[src/mfkm_pkg.sv]
// Purpose: Constants and types for the burst keystream mask
// Assumes: Full slot, 2-level modulation, serial burst bits
// Notes: Header code values are local encodings
package mfkm_pkg;
  // ==========================================================
  // Burst layout
  localparam int HDR_BITS = 8;
  localparam int TAIL_BITS = 40;
  localparam int CCRC_BITS = 16;
  localparam int CTRL_BITS = HDR_BITS + TAIL_BITS + CCRC_BITS;
  localparam int DATA_BITS = 320;
  localparam int XCRC_BITS = 4;
  localparam int PAY_BITS = DATA_BITS + XCRC_BITS;
  localparam int BURST_BITS = CTRL_BITS + PAY_BITS;
  localparam int TAIL_POS = HDR_BITS;
  localparam int CCRC_POS = TAIL_POS + TAIL_BITS;
  localparam int PAY_POS = CTRL_BITS;
  localparam int XCRC_POS = PAY_POS + DATA_BITS;
  localparam int SUB_DATA = 64;
  localparam int SUB_CRC = 16;
  localparam int SUB_BITS = SUB_DATA + SUB_CRC;
  localparam int SINGLE_DATA = 304;
  localparam int SEG_BITS = TAIL_BITS + DATA_BITS;
  // ==========================================================
  // Header codes
  localparam int TT_POS = 0;
  localparam int MUX_POS = 4;
  localparam logic [2:0] TT_CTRL = 3'h6;
  localparam logic [2:0] MUX_UTYPE = 3'h0;
  // ==========================================================
  // Init vector
  localparam int IV_BITS = 35;
  localparam int FN_BITS = 4;
  localparam int MFN_BITS = 24;
  localparam int IV_PAD = IV_BITS - FN_BITS - MFN_BITS;
  localparam int POS_W = 9;
  // ==========================================================
  // Types
  typedef enum logic [3:0] {
    SVC_UNPROT = 4'h1,
    SVC_MULTI = 4'h2,
    SVC_SINGLE = 4'h4,
    SVC_CODED = 4'h8
  } mfkm_svc_t;
  typedef struct packed {
    logic data;
    logic last;
  } mfkm_bit_t;
endpackage : mfkm_pkg
[src/mfkm_fifo.sv]
// Purpose: Bit FIFO between mask and physical channel
// Assumes: Single clock, power-of-two depth
// Notes: Output word comes from storage flops
`timescale 1ns/10ps
module mfkm_fifo #(
  parameter int WIDTH = 2,
  parameter int DEPTH = 32
) (
  input wire logic core_clk_i,
  input wire logic reset_n_i,
  input wire logic in_valid_i,
  output logic in_ready_o,
  input wire logic [WIDTH-1:0] in_data_i,
  output logic out_valid_o,
  input wire logic out_ready_i,
  output logic [WIDTH-1:0] out_data_o
);
  localparam int AW = $clog2(DEPTH);
  initial begin
    if (DEPTH < 2 || (1 << AW) != DEPTH) begin
      $error("Depth must be a power of two");
    end
  end
  logic [WIDTH-1:0] mem_r [DEPTH];
  logic [AW:0] wr_r;
  logic [AW:0] rd_r;
  logic full;
  logic empty;
  assign empty = (wr_r == rd_r);
  assign full = (wr_r[AW-1:0] == rd_r[AW-1:0]) && (wr_r[AW] != rd_r[AW]);
  assign in_ready_o = !full;
  assign out_valid_o = !empty;
  assign out_data_o = mem_r[rd_r[AW-1:0]];
  always_ff @(posedge core_clk_i) begin
    if (in_valid_i && !full) begin
      mem_r[wr_r[AW-1:0]] <= in_data_i;
    end
  end
  always_ff @(posedge core_clk_i or negedge reset_n_i) begin
    if (!reset_n_i) begin
      wr_r <= '0;
      rd_r <= '0;
    end else begin
      if (in_valid_i && !full) begin
        wr_r <= wr_r + 1'b1;
      end
      if (out_ready_i && !empty) begin
        rd_r <= rd_r + 1'b1;
      end
    end
  end
endmodule : mfkm_fifo

[src/mfkm_mask.sv]
// Purpose: Keystream mask over a serial full-slot burst
// Assumes: One bit per cycle at most, first bit is a0
// Notes: CRC fields are formed downstream over the output
`timescale 1ns/10ps
// ==========================================================
// Contract
// - Burst is 388 bits: 64 control then 324 payload.
// - Control is 8 header, 40 tail, 16 CRC over both.
// - Payload is 320 data bits then a 4-bit CRC.
// - Tail type and payload multiplex come from header codes.
// - Multi-subfield: four subfields of 64 data plus 16 CRC.
// - Single-subfield: one 304-bit data part with 16-bit CRC.
// - Protected layout follows the negotiated service type.
// - Header and control CRC clear; tail masked only if control.
// - Payload CRC, subfield CRCs and codec redundancy stay clear.
// - Constant-size subfields: data masked, CRC bits clear.
// - Mixed multiplex payload handled as multi-subfield.
// - Source gives 2m bits per bearer pair, m is 360.
// - Key stream splits in two m-bit segments, bit 0 first.
// - Control tail: segment bits 0-39 onto a8-a47.
// - Other tail: segment bits 0-39 consumed and dropped.
// - Unprotected: segment bits 40-359 onto payload 0-319.
// - Single: bits 40-343 onto payload 0-303, rest unused.
// - Multi: four 64-bit runs masked, CRC-aligned bits unused.
// - Coded: bits 40 to 320r+39 onto payload, rest dropped.
// - Receive applies the same mapping as transmit.
// - CRCs are made and checked over the masked bits.
// - Base sends on first segment, portable on second.
// - Source reinitialised per frame with 35-bit vector.
module mfkm_mask #(
  parameter bit IS_PORTABLE = 1'b0,
  parameter int FIFO_DEPTH = 32
) (
  input wire logic core_clk_i,
  input wire logic reset_n_i,
  input wire logic encrypt_i,
  input wire logic tx_dir_i,
  input wire mfkm_pkg::mfkm_svc_t svc_i,
  input wire logic [8:0] coded_bits_i,
  input wire logic [3:0] frame_num_i,
  input wire logic [23:0] multiframe_i,
  input wire logic in_valid_i,
  output logic in_ready_o,
  input wire logic in_data_i,
  output logic keystream_init_o,
  output logic keystream_seg_o,
  output logic [34:0] init_vector_o,
  input wire logic ks_valid_i,
  output logic ks_ready_o,
  input wire logic keystream_segment_i,
  output logic out_valid_o,
  input wire logic out_ready_i,
  output mfkm_pkg::mfkm_bit_t out_o
);
  import mfkm_pkg::*;
  initial begin
    if (FIFO_DEPTH < 2) begin
      $error("FIFO too shallow");
    end
  end
  // ==========================================================
  // Burst position mapping
  typedef enum logic [1:0] {
    ST_IDLE = 2'b01,
    ST_RUN = 2'b10
  } mfkm_st_t;

  function automatic logic in_ks(input logic [POS_W-1:0] p);
    in_ks = (p >= POS_W'(TAIL_POS) && p < POS_W'(CCRC_POS)) ||
            (p >= POS_W'(PAY_POS) && p < POS_W'(XCRC_POS));
  endfunction : in_ks

  function automatic logic use_ks(input logic [POS_W-1:0] p,
                                  input logic ctail,
                                  input mfkm_svc_t f,
                                  input logic [8:0] cb);
    logic [POS_W-1:0] b;
    b = p - POS_W'(PAY_POS);
    use_ks = 1'b0;
    if (p >= POS_W'(TAIL_POS) && p < POS_W'(CCRC_POS)) begin
      use_ks = ctail;
    end else if (p >= POS_W'(PAY_POS) && p < POS_W'(XCRC_POS)) begin
      unique case (f)
        SVC_UNPROT: use_ks = 1'b1;
        SVC_SINGLE: use_ks = b < POS_W'(SINGLE_DATA);
        SVC_MULTI: use_ks = (b % POS_W'(SUB_BITS)) <
                            POS_W'(SUB_DATA);
        SVC_CODED: use_ks = b < cb;
        default: use_ks = 1'b0;
      endcase
    end
  endfunction : use_ks

  mfkm_st_t st_r;
  logic [POS_W-1:0] pos_r;
  logic [HDR_BITS-1:0] hdr_r;
  logic enc_r;
  mfkm_svc_t svc_r;
  logic [8:0] cb_r;
  logic fifo_rdy;
  logic run;
  logic ctail;
  mfkm_svc_t fmt;
  logic need;
  logic apply;
  logic step;
  logic last;
  mfkm_bit_t wr_word;

  assign run = (st_r == ST_RUN);
  // Header codes pick tail type and payload layout
  assign ctail = hdr_r[TT_POS +: 3] == TT_CTRL;
  assign fmt = (hdr_r[MUX_POS +: 3] != MUX_UTYPE) ? SVC_MULTI
               : svc_r;
  assign need = enc_r && in_ks(pos_r);
  assign apply = need && use_ks(pos_r, ctail, fmt, cb_r);
  assign step = run && in_valid_i && fifo_rdy && (!need || ks_valid_i);
  assign last = pos_r == POS_W'(BURST_BITS - 1);
  assign in_ready_o = run && fifo_rdy && (!need || ks_valid_i);
  assign ks_ready_o = run && in_valid_i && fifo_rdy && need;
  // Same mapping serves transmit and receive
  assign wr_word.data = in_data_i ^ (apply & keystream_segment_i);
  assign wr_word.last = last;

  // ==========================================================
  // Burst sequencing
  always_ff @(posedge core_clk_i or negedge reset_n_i) begin
    if (!reset_n_i) begin
      st_r <= ST_IDLE;
      pos_r <= '0;
    end else begin
      unique case (st_r)
        ST_IDLE: begin
          pos_r <= '0;
          if (in_valid_i) begin
            st_r <= ST_RUN;
          end
        end
        ST_RUN: begin
          if (step) begin
            pos_r <= last ? '0 : pos_r + 1'b1;
            if (last) begin
              st_r <= ST_IDLE;
            end
          end
        end
        default: st_r <= ST_IDLE;
      endcase
    end
  end

  // Header capture, a0 first
  always_ff @(posedge core_clk_i or negedge reset_n_i) begin
    if (!reset_n_i) begin
      hdr_r <= '0;
    end else if (step && pos_r < POS_W'(HDR_BITS)) begin
      hdr_r[pos_r[2:0]] <= in_data_i;
    end
  end

  // Mode latched per burst
  always_ff @(posedge core_clk_i or negedge reset_n_i) begin
    if (!reset_n_i) begin
      enc_r <= 1'b0;
      svc_r <= SVC_UNPROT;
      cb_r <= '0;
    end else if (st_r == ST_IDLE && in_valid_i) begin
      enc_r <= encrypt_i;
      svc_r <= svc_i;
      cb_r <= coded_bits_i;
    end
  end

  // Keystream source start per encrypted burst
  always_ff @(posedge core_clk_i or negedge reset_n_i) begin
    if (!reset_n_i) begin
      keystream_init_o <= 1'b0;
      keystream_seg_o <= 1'b0;
      init_vector_o <= '0;
    end else begin
      keystream_init_o <= st_r == ST_IDLE && in_valid_i && encrypt_i;
      if (st_r == ST_IDLE && in_valid_i) begin
        keystream_seg_o <= IS_PORTABLE ~^ tx_dir_i;
        init_vector_o <= {IV_PAD'(0), multiframe_i,
                          frame_num_i};
      end
    end
  end

  // ==========================================================
  // Output buffer; CRC units sit after it
  mfkm_fifo #(
    .WIDTH($bits(mfkm_bit_t)),
    .DEPTH(FIFO_DEPTH)
  ) u_fifo (
    .core_clk_i(core_clk_i),
    .reset_n_i(reset_n_i),
    .in_valid_i(step),
    .in_ready_o(fifo_rdy),
    .in_data_i(wr_word),
    .out_valid_o(out_valid_o),
    .out_ready_i(out_ready_i),
    .out_data_o(out_o)
  );

  // ==========================================================
  // Checks
  logic [POS_W-1:0] ks_cnt_r;
  always_ff @(posedge core_clk_i or negedge reset_n_i) begin
    if (!reset_n_i) begin
      ks_cnt_r <= '0;
    end else if (st_r == ST_IDLE) begin
      ks_cnt_r <= '0;
    end else if (ks_ready_o && ks_valid_i) begin
      ks_cnt_r <= ks_cnt_r + 1'b1;
    end
  end

  hdr_clear_a: assert property (
    @(posedge core_clk_i) disable iff (!reset_n_i)
    step && (pos_r < POS_W'(TAIL_POS) ||
    (pos_r >= POS_W'(CCRC_POS) && pos_r < POS_W'(PAY_POS)))
    |-> wr_word.data == in_data_i)
    else $error("Header or control CRC altered");

  ks_idle_a: assert property (
    @(posedge core_clk_i) disable iff (!reset_n_i)
    !enc_r |-> !ks_ready_o && wr_word.data == in_data_i)
    else $error("Keystream used outside encrypt mode");

  seg_count_a: assert property (
    @(posedge core_clk_i) disable iff (!reset_n_i)
    step && last |=> ks_cnt_r == (enc_r ? POS_W'(SEG_BITS) : '0))
    else $error("Segment bit count wrong");

  xcrc_clear_a: assert property (
    @(posedge core_clk_i) disable iff (!reset_n_i)
    step && pos_r >= POS_W'(XCRC_POS) |-> wr_word.data == in_data_i)
    else $error("Payload CRC altered");

  sub_crc_a: assert property (
    @(posedge core_clk_i) disable iff (!reset_n_i)
    step && fmt == SVC_MULTI && pos_r >= POS_W'(PAY_POS) &&
    ((pos_r - POS_W'(PAY_POS)) % POS_W'(SUB_BITS)) >= POS_W'(SUB_DATA)
    |-> wr_word.data == in_data_i)
    else $error("Subfield CRC altered");

  tail_xor_a: assert property (
    @(posedge core_clk_i) disable iff (!reset_n_i)
    step && enc_r && ctail && pos_r >= POS_W'(TAIL_POS) &&
    pos_r < POS_W'(CCRC_POS)
    |-> wr_word.data == (in_data_i ^ keystream_segment_i) &&
    ks_cnt_r == pos_r - POS_W'(TAIL_POS))
    else $error("Control tail not masked");

  tail_drop_a: assert property (
    @(posedge core_clk_i) disable iff (!reset_n_i)
    step && enc_r && !ctail && pos_r >= POS_W'(TAIL_POS) &&
    pos_r < POS_W'(CCRC_POS) |-> ks_ready_o && wr_word.data == in_data_i)
    else $error("Other tail not passed clear");

  single_tail_a: assert property (
    @(posedge core_clk_i) disable iff (!reset_n_i)
    step && fmt == SVC_SINGLE &&
    pos_r >= POS_W'(PAY_POS + SINGLE_DATA) |-> wr_word.data == in_data_i)
    else $error("Single subfield CRC altered");

  init_vec_a: assert property (
    @(posedge core_clk_i) disable iff (!reset_n_i)
    keystream_init_o |-> init_vector_o ==
    {IV_PAD'(0), $past(multiframe_i), $past(frame_num_i)} && run)
    else $error("Init vector wrong");

  seg_pick_a: assert property (
    @(posedge core_clk_i) disable iff (!reset_n_i)
    keystream_init_o |-> keystream_seg_o == (IS_PORTABLE ^ !$past(tx_dir_i)))
    else $error("Wrong segment chosen");

  burst_len_a: assert property (
    @(posedge core_clk_i) disable iff (!reset_n_i)
    step |-> wr_word.last == (pos_r == POS_W'(BURST_BITS - 1)))
    else $error("Burst end misplaced");

  enc_burst_c: cover property (
    @(posedge core_clk_i) disable iff (!reset_n_i)
    step && last && enc_r);
  ctl_tail_c: cover property (
    @(posedge core_clk_i) disable iff (!reset_n_i)
    step && enc_r && ctail);
  coded_c: cover property (
    @(posedge core_clk_i) disable iff (!reset_n_i)
    step && fmt == SVC_CODED && apply);
  stall_c: cover property (
    @(posedge core_clk_i) disable iff (!reset_n_i)
    run && in_valid_i && !fifo_rdy);
endmodule : mfkm_mask

[config.mk]
export PLATFORM = sky130hd
export DESIGN_NAME = mfkm_mask
export DESIGN_NICKNAME = d
export VERILOG_FILES = /design/src/mfkm_pkg.sv /design/src/mfkm_fifo.sv /design/src/mfkm_mask.sv
export SDC_FILE = /design/constraint.sdc
export NUM_CORES = 1
export LEC_CHECK = 0
export BUFFER_PORTS_ARGS = -buffer_cell sky130_fd_sc_hd__buf_2
export CAP_MARGIN = 5
export CORE_MARGIN = 5
export CORE_UTILIZATION = 50
export DETAILED_ROUTE_END_ITERATION = 8
export GPL_TIMING_DRIVEN = 0
export PLACE_DENSITY_LB_ADDON = 0.05
export SETUP_SLACK_MARGIN = 0.05
export SLEW_MARGIN = 20
export SYNTH_ARGS = -nofsm -noshare
export SYNTH_HDL_FRONTEND = slang
export SYNTH_HIERARCHICAL = 1
export SYNTH_SLANG_ARGS = --single-unit
export TNS_END_PERCENT = 1
[constraint.sdc]
create_clock -name core_clk_i -period 5.8 [get_ports core_clk_i]
set_clock_uncertainty 0.1 [all_clocks]
set_input_delay 1.74 -clock core_clk_i [delete_from_list [all_inputs] [get_ports core_clk_i]]
set_output_delay 1.74 -clock core_clk_i [all_outputs]
set_load 0.02 [all_outputs]
==> summary.txt, run 1 <==
Global routing
  – Grt met2 use: 31.7%
  – Maximum number of pins on one net before global-route repair: 58
  – Tot GR Track Use: 20.6%
  – Grt met3 use: 6.45%
  – Met1 Track Usage GR: 28.1%
  – Number of antenna violations at the first check in global routing: 0
  – Overflow left after global routing: 0
  – Wire length of the first global-routing pass: 23.7 mm
  – Peak-usage layer in the global routing report: met2
  – Vias in the first global route: 4590

Clock network
  – Number of H-tree levels: 4
  – Hold bufs inserted after CTS: 0
  – Cell chosen for the clock root: clkbuf_16
  – Maximum buffer depth of the clock tree: 2
  – CTS sink cnt: 137
  – Post-cts repair resize count: 0
  – Clock-pin slew on the worst setup and hold paths: 0.06 ns
  – TritonCTS Buffers: 17
  – Clock insertion delay at the later pin of the skew report: 0.41 ns
  – Setup fix buffers added after clock tree synthesis: 0
  – CTS tree: yes

Pwr
  – Switching power as a share of total power: 35.1%
  – Clock power frac: 28.8%
  – Power Total: 0.00364 W
  – Portion of total power attributed to combinational logic: 33.8%
  – Relative contribution of sequential cells to total power: 37.4%
  – PD cells: 467 mW/mm^2
  – Internal power: 0.00236 W
  – Leak: 3.36 nW
  – Switching power of the nets: 0.00128 W
  – Worst ir drop on vdd: 0.275 mV

Critical path
  – Largest driver fanout on the critical path: 10
  – Worst endpoint data arrival time: 2.70 ns
  – Depth of the worst register-to-register path: 14
  – CP Launch Type: flop
  – Endpoint kind of the worst setup timing path: output port
  – Worst setup path class: reg -> out
  – Data required time of the worst path: 3.96 ns

Layout
  – Antenna fix cells: 0
  – Area taken by flip-flops and latches: 0.00375 mm^2
  – Synth-to-layout area growth: 19.8%
  – Area of all placed cells without fillers: 0.00780 mm^2
  – Share of cells above drive strength 1: 26.5%
  – Core occupancy in the finished layout: 61.6%
  – Total of fill cells in the finished design: 1073
  – # nets final: 733
  – Area occupied by multi-input gates: 0.00251 mm^2

Yosys
  – Cells taking the most area after synthesis: edfxtp_1, dfrtp_1, nand2_1, mux4_2, ha_1
  – Post-synthesis share of cell area spent on and, or, nand and nor gates: 16.3%
  – Synth Area in Adders: 3.84%
  – Sequential share of the synthesized area: 57.6%
  – Unique cell type count in the Yosys netlist: 63
  – Cell Area, Synth: 0.00651 mm^2
  – Gate count of the mapped netlist: 551
  – Count of yosys warnings during synthesis: 6
  – Fraction of the mapped netlist area in compound gates: 6.38%
  – Share of flip-flops with an asynchronous set or reset after synthesis: 53.3%
  – Number of synthesized flops with an enable pin: 64
  – Library cell with the highest instance count after synthesis: nand2_1
  – Yosys top cell area share: 29.5%
  – Largest area contributor in the synthesized netlist: edfxtp_1
  – Most used flip-flop cell after synthesis: dfrtp_1
  – Synthesis-stage register bit count: 137
  – Mux share of post-synthesis cell area: 8.91%
  – Combinational family with the most area after synthesis: simple AND/OR/NAND/NOR gates
  – Mean Syn Cell Area: 11.8 um^2
  – Commonest cells post-synth: nand2_1, dfrtp_1, edfxtp_1, nor2_1, o21ai_0
  – Xor/xnor cell area share of the yosys netlist: 2.56%

STA
  – Final slew viol count: 0
  – Max Clock Freq: 0.220 GHz
  – Unrepaired setup endpoints after global routing: no
  – Final number of hold-violating endpoints: 0
  – Clock period minus final worst setup slack: 4.54 ns
  – Post-route setup TNS: 0 ns
  – Part of the cycle the worst path needs: 78.2%
  – Slew margin rel.: 55.0%
  – Actual slew at the worst max-slew pin: 0.675 ns
  – Final Setup Violations: 0

Routing
  – Violation count after the first detailed-routing iteration: 308
  – Post-detailed-route wirelength per cell: 17.2 um
  – TritonRoute pass-1 iters: 4
  – Overall via count from detail_route: 4475
  – Count of unresolved DRC violations after routing: 0
  – Via density: 5.28
  – Total length of routed wires: 14.6 mm
  – Remaining antenna violation count after routing: 0

Min path
  – Count of cells along the worst hold path: 2
  – Worst hold-check path type: reg -> reg

Die
  – Floorplan die height: 124 um
  – Width of the die: 124 um
  – Floorplan Core Area: 0.0127 mm^2
  – Count of standard-cell rows: 41
  – Initial Util: 51.4%
  – I/O pin total: 92
  – Die area: 0.0154 mm^2

Job
  – Max-capacitance violation count: 0

Placed design
  – Half-perimeter wire length after detailed placement: 10.6 mm
  – Placed instance area: 0.00723 mm^2
  – Final weighted congestion in routability-driven placement: 0.810
  – Number of port buffers: 84

Run status
  – Run status: finished, final reports clean
-- registers in the layout (all words and copies together) (netlist names) --
register	cells
cb_r	9
enc_r	1
hdr_r	6
init_vector_o	28
keystream_init_o	1
keystream_seg_o	1
pos_r	9
st_r	2
svc_r	4
u_fifo/mem_r	64
u_fifo/rd_r	6
u_fifo/wr_r	6
-- cells by family (layout without fill, tap and decap cells) --
logic type	count (synthesis)	after routing
flops	137	137
buf+inv	50	169
fa+ha+maj	20	20
other cells	1	7
xor+xnor	19	19
simple gates	234	234
mux	30	30
compound gates	60	60
-- power groups by stage --
stage | combinational (W) | sequential (W) | clock [W]
after floorplan | 0.000764 | 0.00147 | 0
final | 0.00123 | 0.00136 | 0.00105
after global routing | 0.00137 | 0.00139 | 0.00112
after CTS | 0.00125 | 0.00136 | 0.00108
after detailed placement | 0.00125 | 0.00137 | 0
after global placement | 0.00121 | 0.00137 | 0
-- worst max-delay path: stages (launching register included) --
cell and delay (ns):
dfrtp_1 0.36, buf_6 0.20, buf_8 0.19, mux4_1 0.59, mux4_2 0.48, mux2_2 0.28
buf_2 0.16
-- placed cells by master, fill, tap and decap left out, drive strengths merged, types with 3 or more instances in the layout --
master  synthesis  routed
nand2         127     127
buf            15     102
dfrtp          71      71
edfxtp         64      64
nor2           47      47
clkbuf         15      37
o21ai          29      29
inv            20      25
ha             20      20
mux4           20      20
nand3          11      11
xor2           10      10
mux2            9       9
xnor2           9       9
and3            7       7
conb            1       7
a21oi           6       6
a31oi           6       6
nand3b          5       5
nand2b          5       5
nand4           5       5
nor3            5       5
or3             4       4
nor3b           3       3
o31ai           3       3
and2            3       3
-- per-layer routing --
metal | vias up | wire length (um)
met2 | 130 | 7020
met5 | - | 0
li1 | 2146 | -
met1 | 2191 | 6390
met4 | 0 | 108
met3 | 8 | 1090
-- final cells by class --
type	instances	share of cell area (%)
Sequential cell	137	48.1
Multi-Input combinational cell	370	32.1
Timing Repair Buffer	87	6.06
Clock buffer	22	5.82
Tap cell	172	2.76
Buffer	30	2.69
Clock inverter	10	1.51
Inverter	20	0.962
-- through the flow --
stage / hold WS (ns) / setup slack [ns] / instances
finish: 0.367 / 1.26 / 848
CTS: 0.372 / 1.22 / 848
floorplan: 0.338 / 1.78 / 557
detailed placement: 0.357 / 1.51 / 816
global route: 0.399 / 1.19 / 848
global placement: 0.355 / 0.379 / 813
-- final timing paths --
path                                   startpoint                   to  slack [ns]
min in group asynchronous               reset_n_i             hdr_r[1]        1.09
worst max-delay path               u_fifo/rd_r[1]             out_o[1]        1.26
worst max register to register           pos_r[6]  u_fifo/mem_r[24][1]        1.77
max in group asynchronous               reset_n_i             svc_r[0]        3.91
worst min-delay path            init_vector_o[24]    init_vector_o[24]        0.37
worst min register to register  init_vector_o[24]    init_vector_o[24]        0.37
Power figures use the tool's default switching activity.
==> run 2: changes to the inputs <==
Clock period 5.8 ns to 4 ns, I/O delays scaled along.
==> run 2 against run 1 <==
Count of clock-buffer cells in the layout shrank 4; hold slack gained 0.0013 ns; flip-flop and latch count is the same; register-to-register slack lost 1.5 ns; final area grew 0.82%; cell count grew 0.47%; die area is the same; non-clock buffer count grew 2; setup slack lost 1.2 ns; critical endpoint is now out_o[0]; highest routed layer unchanged.
==> summary.txt, run 2 (synthesis gave the netlist of run 1 again) <==
Run status
  – Run status: finished, final reports clean

Clock network
  – Maximum buffer depth of the clock tree: 2 (unchanged)
  – TritonCTS Buffers: 17 (unchanged)
  – Number of H-tree levels: 4 (unchanged)
  – Clock-pin slew on the worst setup and hold paths: 0.06 ns (about the same)
  – Clock insertion delay at the later pin of the skew report: 0.41 ns (about the same)
  – Hold bufs inserted after CTS: 0 (unchanged)
  – CTS sink cnt: 137 (unchanged)
  – CTS tree: yes
  – Cell chosen for the clock root: clkbuf_16

Die
  – Floorplan die height: 124 um (unchanged)
  – Count of standard-cell rows: 41 (unchanged)
  – Initial Util: 51.4% (unchanged)
  – Floorplan Core Area: 0.0127 mm^2 (unchanged)
  – Width of the die: 124 um (unchanged)
  – Die area: 0.0154 mm^2 (unchanged)
  – I/O pin total: 92 (unchanged)

STA
  – Unrepaired setup endpoints after global routing: yes
  – Fin worst setup slack: 0.107 ns (-1.16 ns)
  – Actual slew at the worst max-slew pin: 0.752 ns (+0.0766 ns)
  – Final slew viol count: 0 (unchanged)
  – Slew margin rel.: 49.6% (-5.4 points)
  – Max Clock Freq: 0.257 GHz
  – Final number of hold-violating endpoints: 0 (unchanged)
  – Part of the cycle the worst path needs: 97.3%
  – Clock period minus final worst setup slack: 3.89 ns
  – Final Setup Violations: 0 (unchanged)

Pwr
  – PD cells: 671 mW/mm^2 (+44%)
  – Worst ir drop on vdd: 0.375 mV (+36%)
  – Leak: 3.38 nW (+0.59%)

Layout
  – Area taken by flip-flops and latches: 0.00375 mm^2 (unchanged)
  – Synth-to-layout area growth: 20.8%
  – Finished Layout Cells: 852 (+0.47%)
  – # nets final: 736 (+0.41%)
  – Flip-flop count of the largest register, all copies and words added: 64 (unchanged)
  – Total of fill cells in the finished design: 1089 (+1.5%)
  – Share of cells above drive strength 1: 27.8% (+1.4 points)
  – Area occupied by multi-input gates: 0.00254 mm^2 (+1.4%)
  – Leading cell type in the layout, fill and taps excluded: nand2_1
  – Most used cells in the layout excluding fill and tap cells: nand2_1, buf_2, dfrtp_1, edfxtp_1, nor2_1

Critical path
  – Depth of the worst register-to-register path: 12 (-2)
  – Worst setup path class: reg -> out
  – Largest driver fanout on the critical path: 7 (-3)
  – Worst R2R Start: pos_r[6]
  – Worst endpoint data arrival time: 2.59 ns (-0.11 ns)
  – Data required time of the worst path: 2.70 ns (-1.26 ns)
  – Capture instance of the worst register-to-register path: u_fifo/mem_r[1][1]
  – Endpoint kind of the worst setup timing path: output port
  – CP Launch Type: flop
  – Register-to-register setup slack: 0.29 ns (-1.48 ns)

Placed design
  – Post-placement cell count: 814 (-0.25%)
  – Post-placement worst setup slack: -0.187 ns (-1.69 ns)
  – Half-perimeter wire length after detailed placement: 10.2 mm (-3.5%)
  – Number of port buffers: 84 (unchanged)
  – Final weighted congestion in routability-driven placement: 0.836 (+3.3%)

Routing
  – Count of unresolved DRC violations after routing: 0 (unchanged)
  – Violation count after the first detailed-routing iteration: 332 (+7.8%)
  – Total length of routed wires: 14.6 mm (about the same)
  – TritonRoute pass-1 iters: 7 (+3)
  – Via density: 5.36 (+1.6%)
  – Remaining antenna violation count after routing: 0 (unchanged)
  – Overall via count from detail_route: 4567 (+2.1%)
  – Post-detailed-route wirelength per cell: 17.1 um (-0.53%)

Global routing
  – Number of antenna violations at the first check in global routing: 0 (unchanged)
  – Vias in the first global route: 4556 (-0.74%)
  – Tot GR Track Use: 20.0% (-0.60 points)
  – Maximum number of pins on one net before global-route repair: 58 (unchanged)
  – Wire length of the first global-routing pass: 23.1 mm (-2.8%)
  – Overflow left after global routing: 0 (unchanged)

Min path
  – Hold path endpoint: init_vector_o[18]
  – Count of cells along the worst hold path: 2 (unchanged)
  – Worst hold-check path type: reg -> reg
  – Start point of the worst min-delay path: init_vector_o[18]

Job
  – Max-capacitance violation count: 0 (unchanged)
## run 2: changes by cell type in the layout (fill, tap and decap cells not counted), moves of 2 or more
cell	change
buf_4	+3
clkinv_4	+2
clkbuf_1	-4
inv_4	-4
buf_6	-3
buf_12	+3
clkinv_2	+4
clkinvlp_4	+2
## run 2: final cells by class
| cell class | count | share of cell area, % |
|---|---|---|
| sequential | 137 | 47.7 |
| multi-input combinational | 371 | 32.3 |
| timing repair buffer | 89 | 6.27 |
| clock buffer | 18 | 5.58 |
| buffer | 30 | 2.85 |
| tap | 172 | 2.74 |
| clock inverter | 14 | 1.57 |
| inverter | 20 | 0.954 |
| antenna | 1 | 0.0318 |
## run 2: critical path, stage by stage (launching register included)
cell	delay, ns
dfrtp_1	0.39
buf_12	0.13
buf_12	0.13
mux4_1	0.57
mux4_2	0.51
mux2_2	0.29
buf_2	0.16
## run 2: per-stage QoR
step | utilization [%] | total power [W] | cell area, um^2 | setup TNS, ns | hold slack [ns]
floorplan | - | 0.00324 | 6540 | 0 | 0.338
global placement | 56.7 | 0.00374 | 7180 | -15.72 | 0.353
detailed placement | 57.0 | 0.00379 | 7220 | -5.90 | 0.357
CTS | 61.8 | 0.00530 | 7840 | -0.00534 | 0.372
global route | 62.1 | 0.00560 | 7860 | 0 | 0.393
finish | 62.1 | 0.00528 | 7870 | 0 | 0.368
## run 2: timing repair
action | CTS | global route
pin swaps | 2 | 1
gates cloned | 1 | 0
setup endpoints to repair | 34 | 18
buffers inserted | 2 | 2
resized for setup | 4 | 1
## run 2: per-layer routing
layer	up-vias	GRT usage, %	routed length [um]
met4	0	6.64	174
met2	140	29.6	6800
met5	-	0	0
met1	2258	28.7	6620
met3	16	5.45	1010
li1	2153	-	-
## run 2: power by group
part / internal [W] / switching [W] / leakage (nW)
clock: 0.000871 / 0.000598 / 0.268
sequential: 0.00177 / 0.000200 / 1.47
combinational: 0.000758 / 0.00108 / 1.64
## run 2: worst max path at each step
stage	endpoint	start	slack [ns]
final	out_o[0]	u_fifo/rd_r[1]	0.11
after global routing	u_fifo/mem_r[1][1]	pos_r[6]	0.03
after CTS	out_o[1]	u_fifo/rd_r[1]	-0.005
after detailed placement	u_fifo/mem_r[10][1]	pos_r[6]	-0.19
after global placement	u_fifo/mem_r[27][1]	pos_r[6]	-0.49
after floorplan	u_fifo/mem_r[0][1]	pos_r[6]	0.45
==> run 3: changes to the inputs <==
Settings changed: CAP_MARGIN 5 to not set, REMOVE_ABC_BUFFERS set to 1.
==> run 3 against run 2 <==
Combinational power down 18%; sequential power up 9%; largest cell class unchanged; die area unchanged; maximum frequency about the same; total power down 3.2%; wire length down 8.8%; first-iteration DRC count up 2.1%; final area down 3.0%; non-clock buffer count down 30; count of clock-buffer cells in the layout up 6.
==> summary.txt, run 3 (synthesis gave the netlist of run 1 again) <==
Run status
  – Run status: finished, final reports clean

Routing
  – Total length of routed wires: 13.3 mm (-8.8%)
  – Post-detailed-route wirelength per cell: 16.2 um (-5.2%)
  – Violation count after the first detailed-routing iteration: 339 (+2.1%)
  – TritonRoute pass-1 iters: 4 (-3)
  – Remaining antenna violation count after routing: 0 (unchanged)
  – Count of unresolved DRC violations after routing: 0 (unchanged)
  – Via density: 5.25 (-2.1%)
  – Overall via count from detail_route: 4301 (-5.8%)

STA
  – Actual slew at the worst max-slew pin: 0.666 ns (-0.0859 ns)
  – Final number of hold-violating endpoints: 0 (unchanged)
  – Final Setup Violations: 0 (unchanged)
  – Part of the cycle the worst path needs: 97.4% (about the same)
  – Final slew viol count: 0 (unchanged)
  – Clock period minus final worst setup slack: 3.90 ns (+0.00341 ns)
  – Max Clock Freq: 0.257 GHz (about the same)
  – Post-route setup TNS: 0 ns (unchanged)
  – Unrepaired setup endpoints after global routing: yes
  – Slew margin rel.: 55.5% (+5.9 points)

Pwr
  – Worst ir drop on vdd: 0.321 mV (-15%)
  – Internal power: 0.00334 W (-1.8%)
  – Switching power as a share of total power: 34.6% (-0.95 points)
  – Relative contribution of sequential cells to total power: 41.8% (+4.4 points)
  – PD cells: 670 mW/mm^2 (-0.20%)
  – Portion of total power attributed to combinational logic: 29.5% (-5.3 points)
  – Leak: 3.26 nW (-3.5%)
  – Power Total: 0.00511 W (-3.2%)
  – Clock power frac: 28.7% (+0.9 points)
  – Switching power of the nets: 0.00177 W (-5.8%)

Critical path
  – Endpoint kind of the worst setup timing path: output port
  – Launch point of the worst path: u_fifo/rd_r[1]
  – Worst endpoint data arrival time: 2.60 ns (about the same)
  – Depth of the worst register-to-register path: 13 (+1)
  – Capture instance of the worst register-to-register path: u_fifo/mem_r[19][1]
  – Worst R2R Start: pos_r[6]
  – Largest driver fanout on the critical path: 20 (+13)
  – Register-to-register setup slack: 0.30 ns (about the same)
  – Worst setup path class: reg -> out
  – CP Launch Type: flop
  – Data required time of the worst path: 2.70 ns (about the same)

Global routing
  – Number of antenna violations at the first check in global routing: 0 (unchanged)
  – Peak-usage layer in the global routing report: met2
  – Grt met2 use: 32.4% (+2.8 points)
  – Maximum number of pins on one net before global-route repair: 50 (-14%)
  – Tot GR Track Use: 19.1% (-0.85 points)
  – Vias in the first global route: 4478 (-1.7%)
  – Overflow left after global routing: 0 (unchanged)
  – Met1 Track Usage GR: 23.7% (-5.0 points)
  – Wire length of the first global-routing pass: 22.5 mm (-2.7%)
  – Grt met3 use: 4.59% (-0.86 points)

Die
  – Floorplan die height: 124 um (unchanged)
  – Initial Util: 51.4% (unchanged)
  – Width of the die: 124 um (unchanged)
  – I/O pin total: 92 (unchanged)
  – Count of standard-cell rows: 41 (unchanged)
  – Floorplan Core Area: 0.0127 mm^2 (unchanged)
  – Die area: 0.0154 mm^2 (unchanged)

Job
  – Max-capacitance violation count: 0 (unchanged)

Layout
  – Finished Layout Cells: 820 (-3.8%)
  – Flip-flop count of the largest register, all copies and words added: 64 (unchanged)
  – Area of all placed cells without fillers: 0.00763 mm^2 (-3.0%)
  – # nets final: 705 (-4.2%)
  – Most used cells in the layout excluding fill and tap cells: nand2_1, buf_2, dfrtp_1, edfxtp_1, nor2_1
  – Synth-to-layout area growth: 17.2%
  – Share of cells above drive strength 1: 26.1% (-1.8 points)
  – Leading cell type in the layout, fill and taps excluded: nand2_1
  – Total of fill cells in the finished design: 1064 (-2.3%)
  – Antenna fix cells: 0 (-1)
  – Core occupancy in the finished layout: 60.2% (-1.9 points)

Clock network
  – CTS tree: yes
  – Clock insertion delay at the later pin of the skew report: 0.41 ns (about the same)
  – Hold bufs inserted after CTS: 0 (unchanged)
  – CTS sink cnt: 137 (unchanged)
  – Clock-pin slew on the worst setup and hold paths: 0.05 ns (about the same)
  – TritonCTS Buffers: 17 (unchanged)
  – Maximum buffer depth of the clock tree: 2 (unchanged)
  – Number of H-tree levels: 4 (unchanged)
  – Cell chosen for the clock root: clkbuf_16

Placed design
  – Number of port buffers: 84 (unchanged)
  – Placed instance area: 0.00704 mm^2 (-2.5%)
  – Final weighted congestion in routability-driven placement: 0.806 (-3.6%)
  – Half-perimeter wire length after detailed placement: 9.37 mm (-8.0%)
  – Post-placement cell count: 786 (-3.4%)

Min path
  – Start point of the worst min-delay path: init_vector_o[9]
  – Count of cells along the worst hold path: 2 (unchanged)
  – Worst hold-check path type: reg -> reg
  – Hold path endpoint: init_vector_o[9]
-- run 3: repair_timing --
item	in CTS	in global routing
buffers inserted	2	0
endpoints found under the setup margin	36	33
gates resized for setup	5	2
pin swaps	1	0
-- run 3: per-layer routing --
layer,wire length (um),vias up,part of all wire [%]
li1,-,2084,-
met3,561,17,4.2
met5,0,-,0
met4,229,0,1.7
met2,6870,97,52
met1,5650,2103,42
-- run 3: cell type report --
type / count / area [um^2] / share of cell area, %
Inverter: 20 / 75.1 / 0.984
Clock inverter: 8 / 68.8 / 0.902
Timing Repair Buffer: 89 / 517 / 6.77
Tap cell: 172 / 215 / 2.82
Clock buffer: 24 / 493 / 6.46
Multi-Input combinational cell: 370 / 2510 / 32.8
Sequential cell: 137 / 3760 / 49.2
-- run 3: critical path: stages, from the launching register on --
cell	delay, ns
dfrtp_4	0.67
mux4_2	0.58
mux4_2	0.50
mux2_2	0.27
buf_2	0.16
-- run 3: how the worst max path moves through the flow --
stage	endpoint	slack, ns	cells after the start
floorplan	u_fifo/mem_r[0][1]	-0.05	11
global placement	u_fifo/mem_r[17][1]	-1.49	11
finish	out_o[1]	0.10	4
CTS	out_o[1]	0.04	4
global route	out_o[1]	0.02	4
detailed placement	u_fifo/mem_r[19][1]	-0.17	12
-- run 3: stage by stage --
| stage | setup WS [ns] | hold WS, ns |
|---|---|---|
| 4_1_cts | 0.0365 | 0.375 |
| 5_1_grt | 0.0198 | 0.386 |
| 3_5_place_dp | -0.173 | 0.361 |
| 2_1_floorplan | -0.0539 | 0.338 |
| 6_report | 0.104 | 0.373 |
| 3_3_place_gp | -1.49 | 0.355 |
-- run 3: power by group through the flow --
stage | clock (W) | sequential [W] | combinational [W]
2_1_floorplan | 0 | 0.00223 | 0.000893
3_3_place_gp | 0 | 0.00214 | 0.00147
3_5_place_dp | 0 | 0.00215 | 0.00153
4_1_cts | 0.00150 | 0.00214 | 0.00154
5_1_grt | 0.00157 | 0.00219 | 0.00168
6_report | 0.00147 | 0.00214 | 0.00151
